$ cat src/inc/rstc_defines.svh
/*
 reset controller constants: register indices, flag positions, reset values.
 assumes inclusion by the bare name from the include path.
*/
`ifndef RSTC_DEFINES_SVH
`define RSTC_DEFINES_SVH

// register indices, byte address is four times the index
`define RSTC_IDX_FLAGS     6'h00
`define RSTC_IDX_SOFTWARE_RESET_REQUEST      6'h01

// reset_cause_flags bit positions
`define RSTC_F_POR         0
`define RSTC_F_BOD         1
`define RSTC_F_PIN         2
`define RSTC_F_WDT         3
`define RSTC_F_SOFT        4
`define RSTC_F_DBG         5
`define RSTC_FLAG_W        6

// software_reset_request field
`define RSTC_SOFT_RESET_TRIGGER_BIT      0

// reset values
`define RSTC_FLAGS_RST     6'h00
`define RSTC_FLAGS_POR     6'h01
`define RSTC_UNLOCK_RST    3'h0

// unlock window in cpu instructions
`define RSTC_UNLOCK_INSNS  3'h4

// brown-out trigger forced when detection is unused
`define RSTC_BOD_LVL_MIN   3'h0

`endif

$ cat src/inc/rstc_pkg.sv
/*
 reset controller types: sequencer state encoding.
 assumes nothing beyond a systemverilog compiler.
*/
package rstc_pkg;

   // gray codes along hold -> load -> start -> scan -> run
   typedef enum logic [2:0] {
      RSTC_HOLD  = 3'h0,
      RSTC_LOAD  = 3'h1,
      RSTC_START = 3'h3,
      RSTC_SCAN  = 3'h2,
      RSTC_RUN   = 3'h6
   } rstc_state_type;

endpackage

$ cat src/hw/rstc_ctrl.sv
/*
 reset controller: gathers reset requests, sequences fuse reload, start-up
 delay and boot scan, records the cause, offers a protected software reset.
 assumes a classic wishbone master on clk_i, detector and pin levels
 asynchronous to clk_i, and unlock/instruction pulses on clk_i.
*/
// Register access over Wishbone was chosen for this implementation.
// Contract
// [RL1] controller always active; sources request only when enabled; the code gates only the pin, brown-out requests whatever fuse_bod_en_i says
// [RL2] fuse-loaded values reloaded after every reset
// [RL3] cause of last reset readable in the flag register
// [RL4] flags: 5 debugger, 4 soft, 3 watchdog, 2 pin, 1 brown-out, 0 power-on
// [RL5] power-on always enabled, holds reset until initialisation ends
// [RL6] power-on drop re-enters reset with no added delay
// [RL7] brown-out resets; unused detection forces minimum trigger level
// [RL8] enabled pin reset holds reset while pin low
// [RL9] watchdog time-out issues a system reset
// [RL10] writing one to soft trigger starts reset at once
// [RL11] only the external debugger drives the debug reset request
// [RL12] all resets reload fuses; only supply resets reset debug logic
// [RL13] initialisation after release; supply resets add start-up delay
// [RL14] initialisation lengthened when boot memory scan is selected
// [RL15] controller works in active and every sleep mode
// [RL16] soft reset write accepted only within four instructions of key
// [RL17] unlocked-less writes to soft reset register are ignored
// [RL18] flags clear on write one; power-on clears all but power-on
// [RL19] after power-on only power-on flag set until boot completes
// [RL20] soft trigger always reads zero
// [RL21] requests ored into one reset, released after initialisation
// [RL22] every source requesting before boot completes gets its flag; a boot with power-on seen keeps only the power-on flag
`timescale 1ns/1ns
`include "rstc_defines.svh"
module rstc_ctrl
   import rstc_pkg::*;
#(
   parameter int TW              = 20,
   parameter int LOAD_CYCLES     = 8,
   parameter int SUT_STEP_CYCLES = 20000,
   parameter int SCAN_CYCLES     = 4096
)
(
   // clock and reset
   input  wire logic        clk_i,
   input  wire logic        rst_i,
   // wishbone slave
   input  wire logic        wb_cyc_i,
   input  wire logic        wb_stb_i,
   input  wire logic        wb_we_i,
   input  wire logic [7:0]  wb_adr_i,
   input  wire logic [3:0]  wb_sel_i,
   input  wire logic [31:0] wb_dat_i,
   output      logic [31:0] wb_dat_o,
   output      logic        wb_ack_o,
   // reset sources, asynchronous
   input  wire logic        por_det_i,
   input  wire logic        bod_det_i,
   input  wire logic        reset_pin_n_i,
   input  wire logic        wdt_timeout_i,
   input  wire logic        dbg_reset_req_i,
   // fuses, asynchronous levels
   input  wire logic        fuse_pin_reset_en_i,
   input  wire logic        fuse_bod_en_i,
   input  wire logic [2:0]  fuse_bod_level_i,
   input  wire logic [2:0]  fuse_startup_sel_i,
   input  wire logic        fuse_boot_scan_i,
   // cpu protection, same clock
   input  wire logic        unlock_key_i,
   input  wire logic        insn_done_i,
   // reset outputs
   output      logic        sys_reset_o,
   output      logic        dbg_reset_o,
   output      logic        fuse_reload_o,
   output      logic        scan_run_o,
   output      logic [2:0]  bod_level_o
);

   localparam int A_SW_MAX = 3;

   logic [13:0]          sync_s;
   logic                 por_s;
   logic                 bod_s;
   logic                 pin_n_s;
   logic                 wdt_s;
   logic                 dbg_s;
   logic                 f_pin_s;
   logic                 f_bod_s;
   logic [2:0]           f_lvl_s;
   logic [2:0]           f_sut_s;
   logic                 f_scan_s;
   rstc_state_type       state_reg;
   rstc_state_type       state_next;
   logic [5:0]           req_vec;
   logic                 any_req;
   logic [5:0]           seen_reg;
   logic [5:0]           seen_next;
   logic [5:0]           flags_reg;
   logic [5:0]           flags_next;
   logic                 commit;
   logic                 pin_en_reg;
   logic                 sw_req_reg;
   logic [2:0]           unlock_reg;
   logic                 unlocked;
   logic                 wr_fire;
   logic                 sw_accept;
   logic                 tmr_start;
   logic [TW-1:0]        tmr_load;
   logic                 tmr_done;

   // sampled address decode, index times four
   function automatic logic reg_hit(input logic [7:0] adr,
                                    input logic [5:0] idx);
      reg_hit = (adr[7:2] == idx) && (adr[1:0] == 2'h0);
   endfunction

   function automatic logic [TW-1:0] cycles(input logic [2:0] mul,
                                            input int         step);
      cycles = TW'(mul) * TW'(step);
   endfunction

   // pin bit idles high, every other level idles low
   rstc_sync2 #(.WIDTH(14)) u_sync
   (
      .clk_i     (clk_i),
      .rst_i     (rst_i),
      .async_i   ({por_det_i, bod_det_i, reset_pin_n_i, wdt_timeout_i,
                   dbg_reset_req_i, fuse_pin_reset_en_i, fuse_bod_en_i,
                   fuse_bod_level_i, fuse_startup_sel_i, fuse_boot_scan_i}),
      .rst_val_i (14'h0800),
      .sync_o    (sync_s)
   );

   assign {por_s, bod_s, pin_n_s, wdt_s, dbg_s, f_pin_s, f_bod_s,
           f_lvl_s, f_sut_s, f_scan_s} = sync_s;

   rstc_timer #(.TW(TW)) u_timer
   (
      .clk_i   (clk_i),
      .rst_i   (rst_i),
      .start_i (tmr_start),
      .load_i  (tmr_load),
      .done_o  (tmr_done)
   );

   // [RL1] request sources, only the pin gated by its enable
   // [RL11] debugger request taken as given
   always_comb
   begin
      req_vec                = '0;
      req_vec[`RSTC_F_POR]   = por_s;
      req_vec[`RSTC_F_BOD]   = bod_s;
      // [RL8] pin low requests only when enabled
      req_vec[`RSTC_F_PIN]   = pin_en_reg & ~pin_n_s;
      // [RL9] watchdog time-out request
      req_vec[`RSTC_F_WDT]   = wdt_s;
      req_vec[`RSTC_F_SOFT]  = sw_req_reg;
      req_vec[`RSTC_F_DBG]   = dbg_s;
   end

   // [RL21] one combined reset request
   assign any_req = |req_vec;

   // [RL13] sequencer with start-up delay for supply resets
   always_comb
   begin
      state_next = state_reg;
      tmr_start  = 1'b0;
      tmr_load   = '0;
      unique case (state_reg)
         RSTC_HOLD:
         begin
            if (!any_req)
            begin
               state_next = RSTC_LOAD;
               tmr_start  = 1'b1;
               tmr_load   = TW'(LOAD_CYCLES);
            end
         end
         RSTC_LOAD:
         begin
            if (tmr_done && (seen_reg[`RSTC_F_POR] ||
                             seen_reg[`RSTC_F_BOD]) && (f_sut_s != 3'h0))
            begin
               state_next = RSTC_START;
               tmr_start  = 1'b1;
               tmr_load   = cycles(f_sut_s, SUT_STEP_CYCLES);
            end
            // [RL14] optional boot memory scan
            else if (tmr_done && f_scan_s)
            begin
               state_next = RSTC_SCAN;
               tmr_start  = 1'b1;
               tmr_load   = TW'(SCAN_CYCLES);
            end
            else if (tmr_done)
            begin
               state_next = RSTC_RUN;
            end
         end
         RSTC_START:
         begin
            if (tmr_done && f_scan_s)
            begin
               state_next = RSTC_SCAN;
               tmr_start  = 1'b1;
               tmr_load   = TW'(SCAN_CYCLES);
            end
            else if (tmr_done)
            begin
               state_next = RSTC_RUN;
            end
         end
         RSTC_SCAN:
         begin
            if (tmr_done)
            begin
               state_next = RSTC_RUN;
            end
         end
         RSTC_RUN:
         begin
         end
         default:
         begin
            state_next = RSTC_HOLD;
         end
      endcase
      // [RL6] any request, power drop included, preempts the sequence
      if (any_req)
      begin
         state_next = RSTC_HOLD;
         tmr_start  = 1'b0;
      end
   end

   assign commit = (state_reg != RSTC_RUN) && (state_next == RSTC_RUN);

   // [RL22] remember every source seen during this reset
   assign seen_next = commit ? 6'h00 : (seen_reg | req_vec);

   // [RL15] no sleep gating anywhere in the controller
   always_ff @(posedge clk_i)
   begin
      if (rst_i)
      begin
         state_reg <= RSTC_HOLD;
         seen_reg  <= 6'h00;
      end
      else
      begin
         state_reg <= state_next;
         seen_reg  <= seen_next;
      end
   end

   // [RL5] reset held until the sequence reaches run
   // [RL12] debug logic reset only by supply sources
   always_ff @(posedge clk_i)
   begin
      if (rst_i)
      begin
         sys_reset_o   <= 1'b1;
         dbg_reset_o   <= 1'b0;
         fuse_reload_o <= 1'b0;
         scan_run_o    <= 1'b0;
      end
      else
      begin
         sys_reset_o   <= state_next != RSTC_RUN;
         dbg_reset_o   <= (state_next != RSTC_RUN) &&
                          (seen_next[`RSTC_F_POR] | seen_next[`RSTC_F_BOD]);
         fuse_reload_o <= state_next == RSTC_LOAD;
         scan_run_o    <= state_next == RSTC_SCAN;
      end
   end

   // [RL2] fuse copies refreshed at the end of every reload
   // [RL7] unused brown-out detection forced to the lowest trigger
   always_ff @(posedge clk_i)
   begin
      if (rst_i)
      begin
         pin_en_reg  <= 1'b0;
         bod_level_o <= `RSTC_BOD_LVL_MIN;
      end
      else if ((state_reg == RSTC_LOAD) && tmr_done && !any_req)
      begin
         pin_en_reg  <= f_pin_s;
         bod_level_o <= f_bod_s ? f_lvl_s : `RSTC_BOD_LVL_MIN;
      end
   end

   // [RL16] key opens a window of four instructions
   always_ff @(posedge clk_i)
   begin
      if (rst_i)
      begin
         unlock_reg <= `RSTC_UNLOCK_RST;
      end
      else if (unlock_key_i)
      begin
         unlock_reg <= `RSTC_UNLOCK_INSNS;
      end
      else if (sw_accept)
      begin
         unlock_reg <= `RSTC_UNLOCK_RST;
      end
      else if (insn_done_i && (unlock_reg != 3'h0))
      begin
         unlock_reg <= unlock_reg - 3'h1;
      end
   end

   assign unlocked  = unlock_reg != 3'h0;
   // writes act on the edge where the master sees ack
   assign wr_fire   = wb_cyc_i & wb_stb_i & wb_we_i & wb_ack_o & wb_sel_i[0];
   // [RL17] writes outside the window change nothing
   assign sw_accept = wr_fire & unlocked & reg_hit(wb_adr_i, `RSTC_IDX_SOFTWARE_RESET_REQUEST);

   // [RL10] accepted trigger requests reset until the sequence takes it
   always_ff @(posedge clk_i)
   begin
      if (rst_i)
      begin
         sw_req_reg <= 1'b0;
      end
      else if (sw_accept && wb_dat_i[`RSTC_SOFT_RESET_TRIGGER_BIT])
      begin
         sw_req_reg <= 1'b1;
      end
      else if (state_reg == RSTC_HOLD)
      begin
         sw_req_reg <= 1'b0;
      end
   end

   // [RL18] write one clears, a commit in the same cycle wins
   // [RL19] power-on leaves only its own flag
   always_comb
   begin
      flags_next = flags_reg;
      if (wr_fire && reg_hit(wb_adr_i, `RSTC_IDX_FLAGS))
      begin
         flags_next = flags_reg & ~wb_dat_i[5:0];
      end
      if (commit && seen_reg[`RSTC_F_POR])
      begin
         flags_next = `RSTC_FLAGS_POR;
      end
      else if (commit)
      begin
         flags_next = flags_next | seen_reg;
      end
   end

   // [RL3] cause kept for software
   always_ff @(posedge clk_i)
   begin
      if (rst_i)
      begin
         flags_reg <= `RSTC_FLAGS_RST;
      end
      else
      begin
         flags_reg <= flags_next;
      end
   end

   // [RL4] flag layout, upper bits zero
   // [RL20] soft trigger and unmapped words read zero
   always_ff @(posedge clk_i)
   begin
      if (rst_i)
      begin
         wb_ack_o <= 1'b0;
         wb_dat_o <= 32'h0000_0000;
      end
      else
      begin
         wb_ack_o <= wb_cyc_i & wb_stb_i & ~wb_ack_o;
         wb_dat_o <= 32'h0000_0000;
         if (wb_cyc_i && wb_stb_i && !wb_we_i && !wb_ack_o &&
             reg_hit(wb_adr_i, `RSTC_IDX_FLAGS))
         begin
            wb_dat_o <= {26'h0000000, flags_reg};
         end
      end
   end
endmodule

$ cat src/hw/rstc_sync2.sv
/*
 two flip-flop level synchroniser, parameterised width.
 assumes inputs are quasi-static levels from outside the clock domain.
*/
`timescale 1ns/1ns
module rstc_sync2
#(
   parameter int WIDTH = 1
)
(
   // clock and reset
   input  wire logic             clk_i,
   input  wire logic             rst_i,
   // levels
   input  wire logic [WIDTH-1:0] async_i,
   input  wire logic [WIDTH-1:0] rst_val_i,
   output      logic [WIDTH-1:0] sync_o
);

   logic [WIDTH-1:0] meta_reg;

   // first stage feeds the second stage only
   always_ff @(posedge clk_i)
   begin
      if (rst_i)
      begin
         // idle levels, so no false request right after reset
         meta_reg <= rst_val_i;
         sync_o   <= rst_val_i;
      end
      else
      begin
         meta_reg <= async_i;
         sync_o   <= meta_reg;
      end
   end

endmodule

$ cat src/hw/rstc_timer.sv
/*
 down counter for the initialisation phases; start reloads it.
 assumes start_i is a one-cycle pulse from the same clock.
*/
`timescale 1ns/1ns
module rstc_timer
#(
   parameter int TW = 20
)
(
   // clock and reset
   input  wire logic          clk_i,
   input  wire logic          rst_i,
   // control
   input  wire logic          start_i,
   input  wire logic [TW-1:0] load_i,
   output      logic          done_o
);

   logic [TW-1:0] cnt_reg;
   logic          run_reg;

   always_ff @(posedge clk_i)
   begin
      if (rst_i)
      begin
         cnt_reg <= '0;
         run_reg <= 1'b0;
         done_o  <= 1'b0;
      end
      else if (start_i)
      begin
         cnt_reg <= load_i;
         run_reg <= 1'b1;
         done_o  <= 1'b0;
      end
      else if (run_reg)
      begin
         // done is a one-cycle pulse when the count runs out
         if (cnt_reg <= TW'(1))
         begin
            run_reg <= 1'b0;
            done_o  <= 1'b1;
         end
         cnt_reg <= cnt_reg - TW'(1);
      end
      else
      begin
         done_o <= 1'b0;
      end
   end

endmodule

$ cat config.mk
export PLATFORM = sky130hd
export DESIGN_NAME = rstc_ctrl
export DESIGN_NICKNAME = d
export VERILOG_FILES = /design/src/inc/rstc_pkg.sv /design/src/hw/rstc_ctrl.sv /design/src/hw/rstc_sync2.sv /design/src/hw/rstc_timer.sv
export VERILOG_INCLUDE_DIRS = /design/src /design/src/inc
export SDC_FILE = /design/constraint.sdc
export NUM_CORES = 1
export LEC_CHECK = 0
export ABC_CLOCK_PERIOD_IN_PS = 3400
export BUFFER_PORTS_ARGS = -buffer_cell sky130_fd_sc_hd__buf_4
export CORE_UTILIZATION = 50
export CTS_BUF_LIST = sky130_fd_sc_hd__clkbuf_8
export DETAILED_ROUTE_END_ITERATION = 12
export PLACE_DENSITY = 0.77
export SYNTH_ARGS = -nofsm -noshare
export SYNTH_HDL_FRONTEND = slang
export SYNTH_SLANG_ARGS = --single-unit
$ cat constraint.sdc
create_clock -name clk_i -period 3.4 [get_ports clk_i]
set_clock_uncertainty 0.15 [all_clocks]
set_input_delay 0.17 -clock clk_i [delete_from_list [all_inputs] [get_ports clk_i]]
set_output_delay 0.17 -clock clk_i [all_outputs]
set_load 0.03 [all_outputs]
==> metrics.cfg <==
[logic_synthesis]
yosysUniqueCellTypes=50
async_reset_ff_frac=0
synth_warnings=0
yosys.area.top_type=dfxtp_1
synth_ff_type=dfxtp_1
synth_edf_count=0
ys_seq_elements=84
syn_avg_cell_area_sq_um=9.34
synth_top_area_share=0.454
syn_area_sq_um=3710
ys_top_cells_by_area=dfxtp_1, nor2b_1, buf_4
synth.yosys.seq_area_share=0.454
synth_cells=397

[timing]
slew_viol_final=0
fin_tns_setup_ps=0
post-route-period-util=0.785
fmax_mhz=375
period_minus_slack_ps=2670
timing.hold.ws_ps=14.3
setup_viol=0
worstMarginPinSlew_ps=796
rsz0062_at_grt=no
hold_viol=0
relSlewSlack=0.462

[finish]
final_cell_area_sq_um=4430
largest_reg_flops=20
mostFrequentLayoutCells=dfxtp_1, buf_4, nor2b_1, conb_1, a21oi_1
final_common_cell=dfxtp_1
utilization=0.614
syn2layout_area_growth_pct=19.5
drive_gt1_frac=0.170
nets=539
n_antenna_cell=0

[clocking]
cts_root_buf=clkbuf_8
clock_latency_ps=350
cts_tree=yes
cts_buffers=9
clk_pin_slew_ps=100
htreeDepth=3
clock_path_buffers=2
clock-sinks=84
cts_setup_buffers=0

[placement]
dpl.hpwl_um=4750
postPlaceCellArea_sq_um=4040
port_buffers=49
routabilityCongestion=0.857

[detailed_routing]
drt_iter0_drc=185
firstDrtPassIters=4
drc=0
vias=2754
ant_nets=0
routed_wl_um=6810
viasPerCell=4.87
routedWlPerCell_um=12.0

[flow_run]
cap_viol_max_count=0

[global_route]
gr-total-overflow=0
use_met2=0.333
grtUsageMet1=0.236
grt_pass1_vias=2631
grt_use_total=0.194
gr-max-usage-layer=met2
antenna_found_initial=0
grt_first_pass_wirelength_um=11700
grt_max_degree=59
grtUsageMet3=0.0368

[worst_setup_path]
crit_path_end_kind=register
path_class=register to register
required_ps=3510
cp_max_fo=10
worstSetupStartpointType=register
crit_arrival_ps=2780

[die]
die-area_sq_um=7760
die_height_um=88.1
coreArea_sq_um=7210
ios=105
fp-row-count=31
start_util=0.514
die_w_um=88.1

[hold_path]
min_path_type=input pin to register

[power]
irDropWorstVdd_mv=0.317
power.leakage_uw=0.00182
power_density_nw_per_um2=487

[outcome]
outcome=finished clean

power by group:
group          switching, uW  internal [uW]  leakage, uW
sequential              42.0           1030     0.000687
clock                    374            349    0.0000944
combinational            208            152      0.00104
synthesized netlist by cell type (all sizes together), types with 7 or more instances:
cell and number:
nand2 18, nand2b 8, nor4 7, nor2 24
o21ai 11, a21oi 25, nand3 12, nor3 16
xnor2 9, and2 7, xor2 14, inv 16
clkbuf 13, dfxtp 84, ha 10, buf 29
nor2b 33
cell type report:
| type | count | area [sq um] |
|---|---|---|
| clock buffers | 9 | 124 |
| clock inverters | 7 | 81.3 |
| fillers | 629 | 2790 |
| inverters | 16 | 60.1 |
| multi-input cells | 280 | 1790 |
| flip-flops and latches | 84 | 1680 |
| well taps | 99 | 124 |
| repair buffers | 70 | 571 |
per-layer routing:
metal	vias up	wire length, um
li1	1420	-
met1	1250	3080
met2	71	3330
met3	13	276
met4	0	121
met5	-	0
worst max-delay path: stages, from the launching register on:
cell      delay (ps)
dfxtp_1          400
inv_1            140
ha_1             150
nor2b_1          280
o31ai_1          150
a31oi_1          590
nand2b_1         410
a211oi_1         320
cells by family (layout without fill, tap and decap cells):
logic type               count (synthesis)  count (layout)  share of synthesized area
AO/OA/AOI/OAI                           62              62                      0.112
XOR/XNOR                                23              23                     0.0543
adder cells (fa/ha/maj)                 13              13                     0.0500
buffers and inverters                   58             102                     0.0894
flip-flops                              84              84                      0.454
multiplexers                             2               2                    0.00540
other                                    1              26                    0.00101
AND/OR/NAND/NOR                        154             154                      0.234
stage by stage:
| stage | worst slack, ps | power, uW | instances |
|---|---|---|---|
| floorplan | 1060 | 1380 | 422 |
| global placement | 838 | 1430 | 531 |
| detailed placement | 753 | 1440 | 531 |
| CTS | 729 | 2170 | 565 |
| global route | 438 | 2270 | 565 |
| finish | 732 | 2160 | 565 |
timing repair:
item	in CTS	in global routing
resized for setup	0	0
hold buffers	18	0
hold endpoints to repair	19	0
worst paths after layout:
check / startpoint / to / slack [ps] / depth (start not counted)
min: wb_dat_i[4] / flags_reg[4] / 10 / 4
max reg2reg: u_sync.sync_o[1] / u_timer.cnt_reg[1] / 730 / 7
min reg2reg: u_sync.meta_reg[11] / u_sync.sync_o[11] / 270 / 1
max: u_sync.sync_o[1] / u_timer.cnt_reg[1] / 730 / 7
Note: power is estimated with default switching activity, not from simulation.
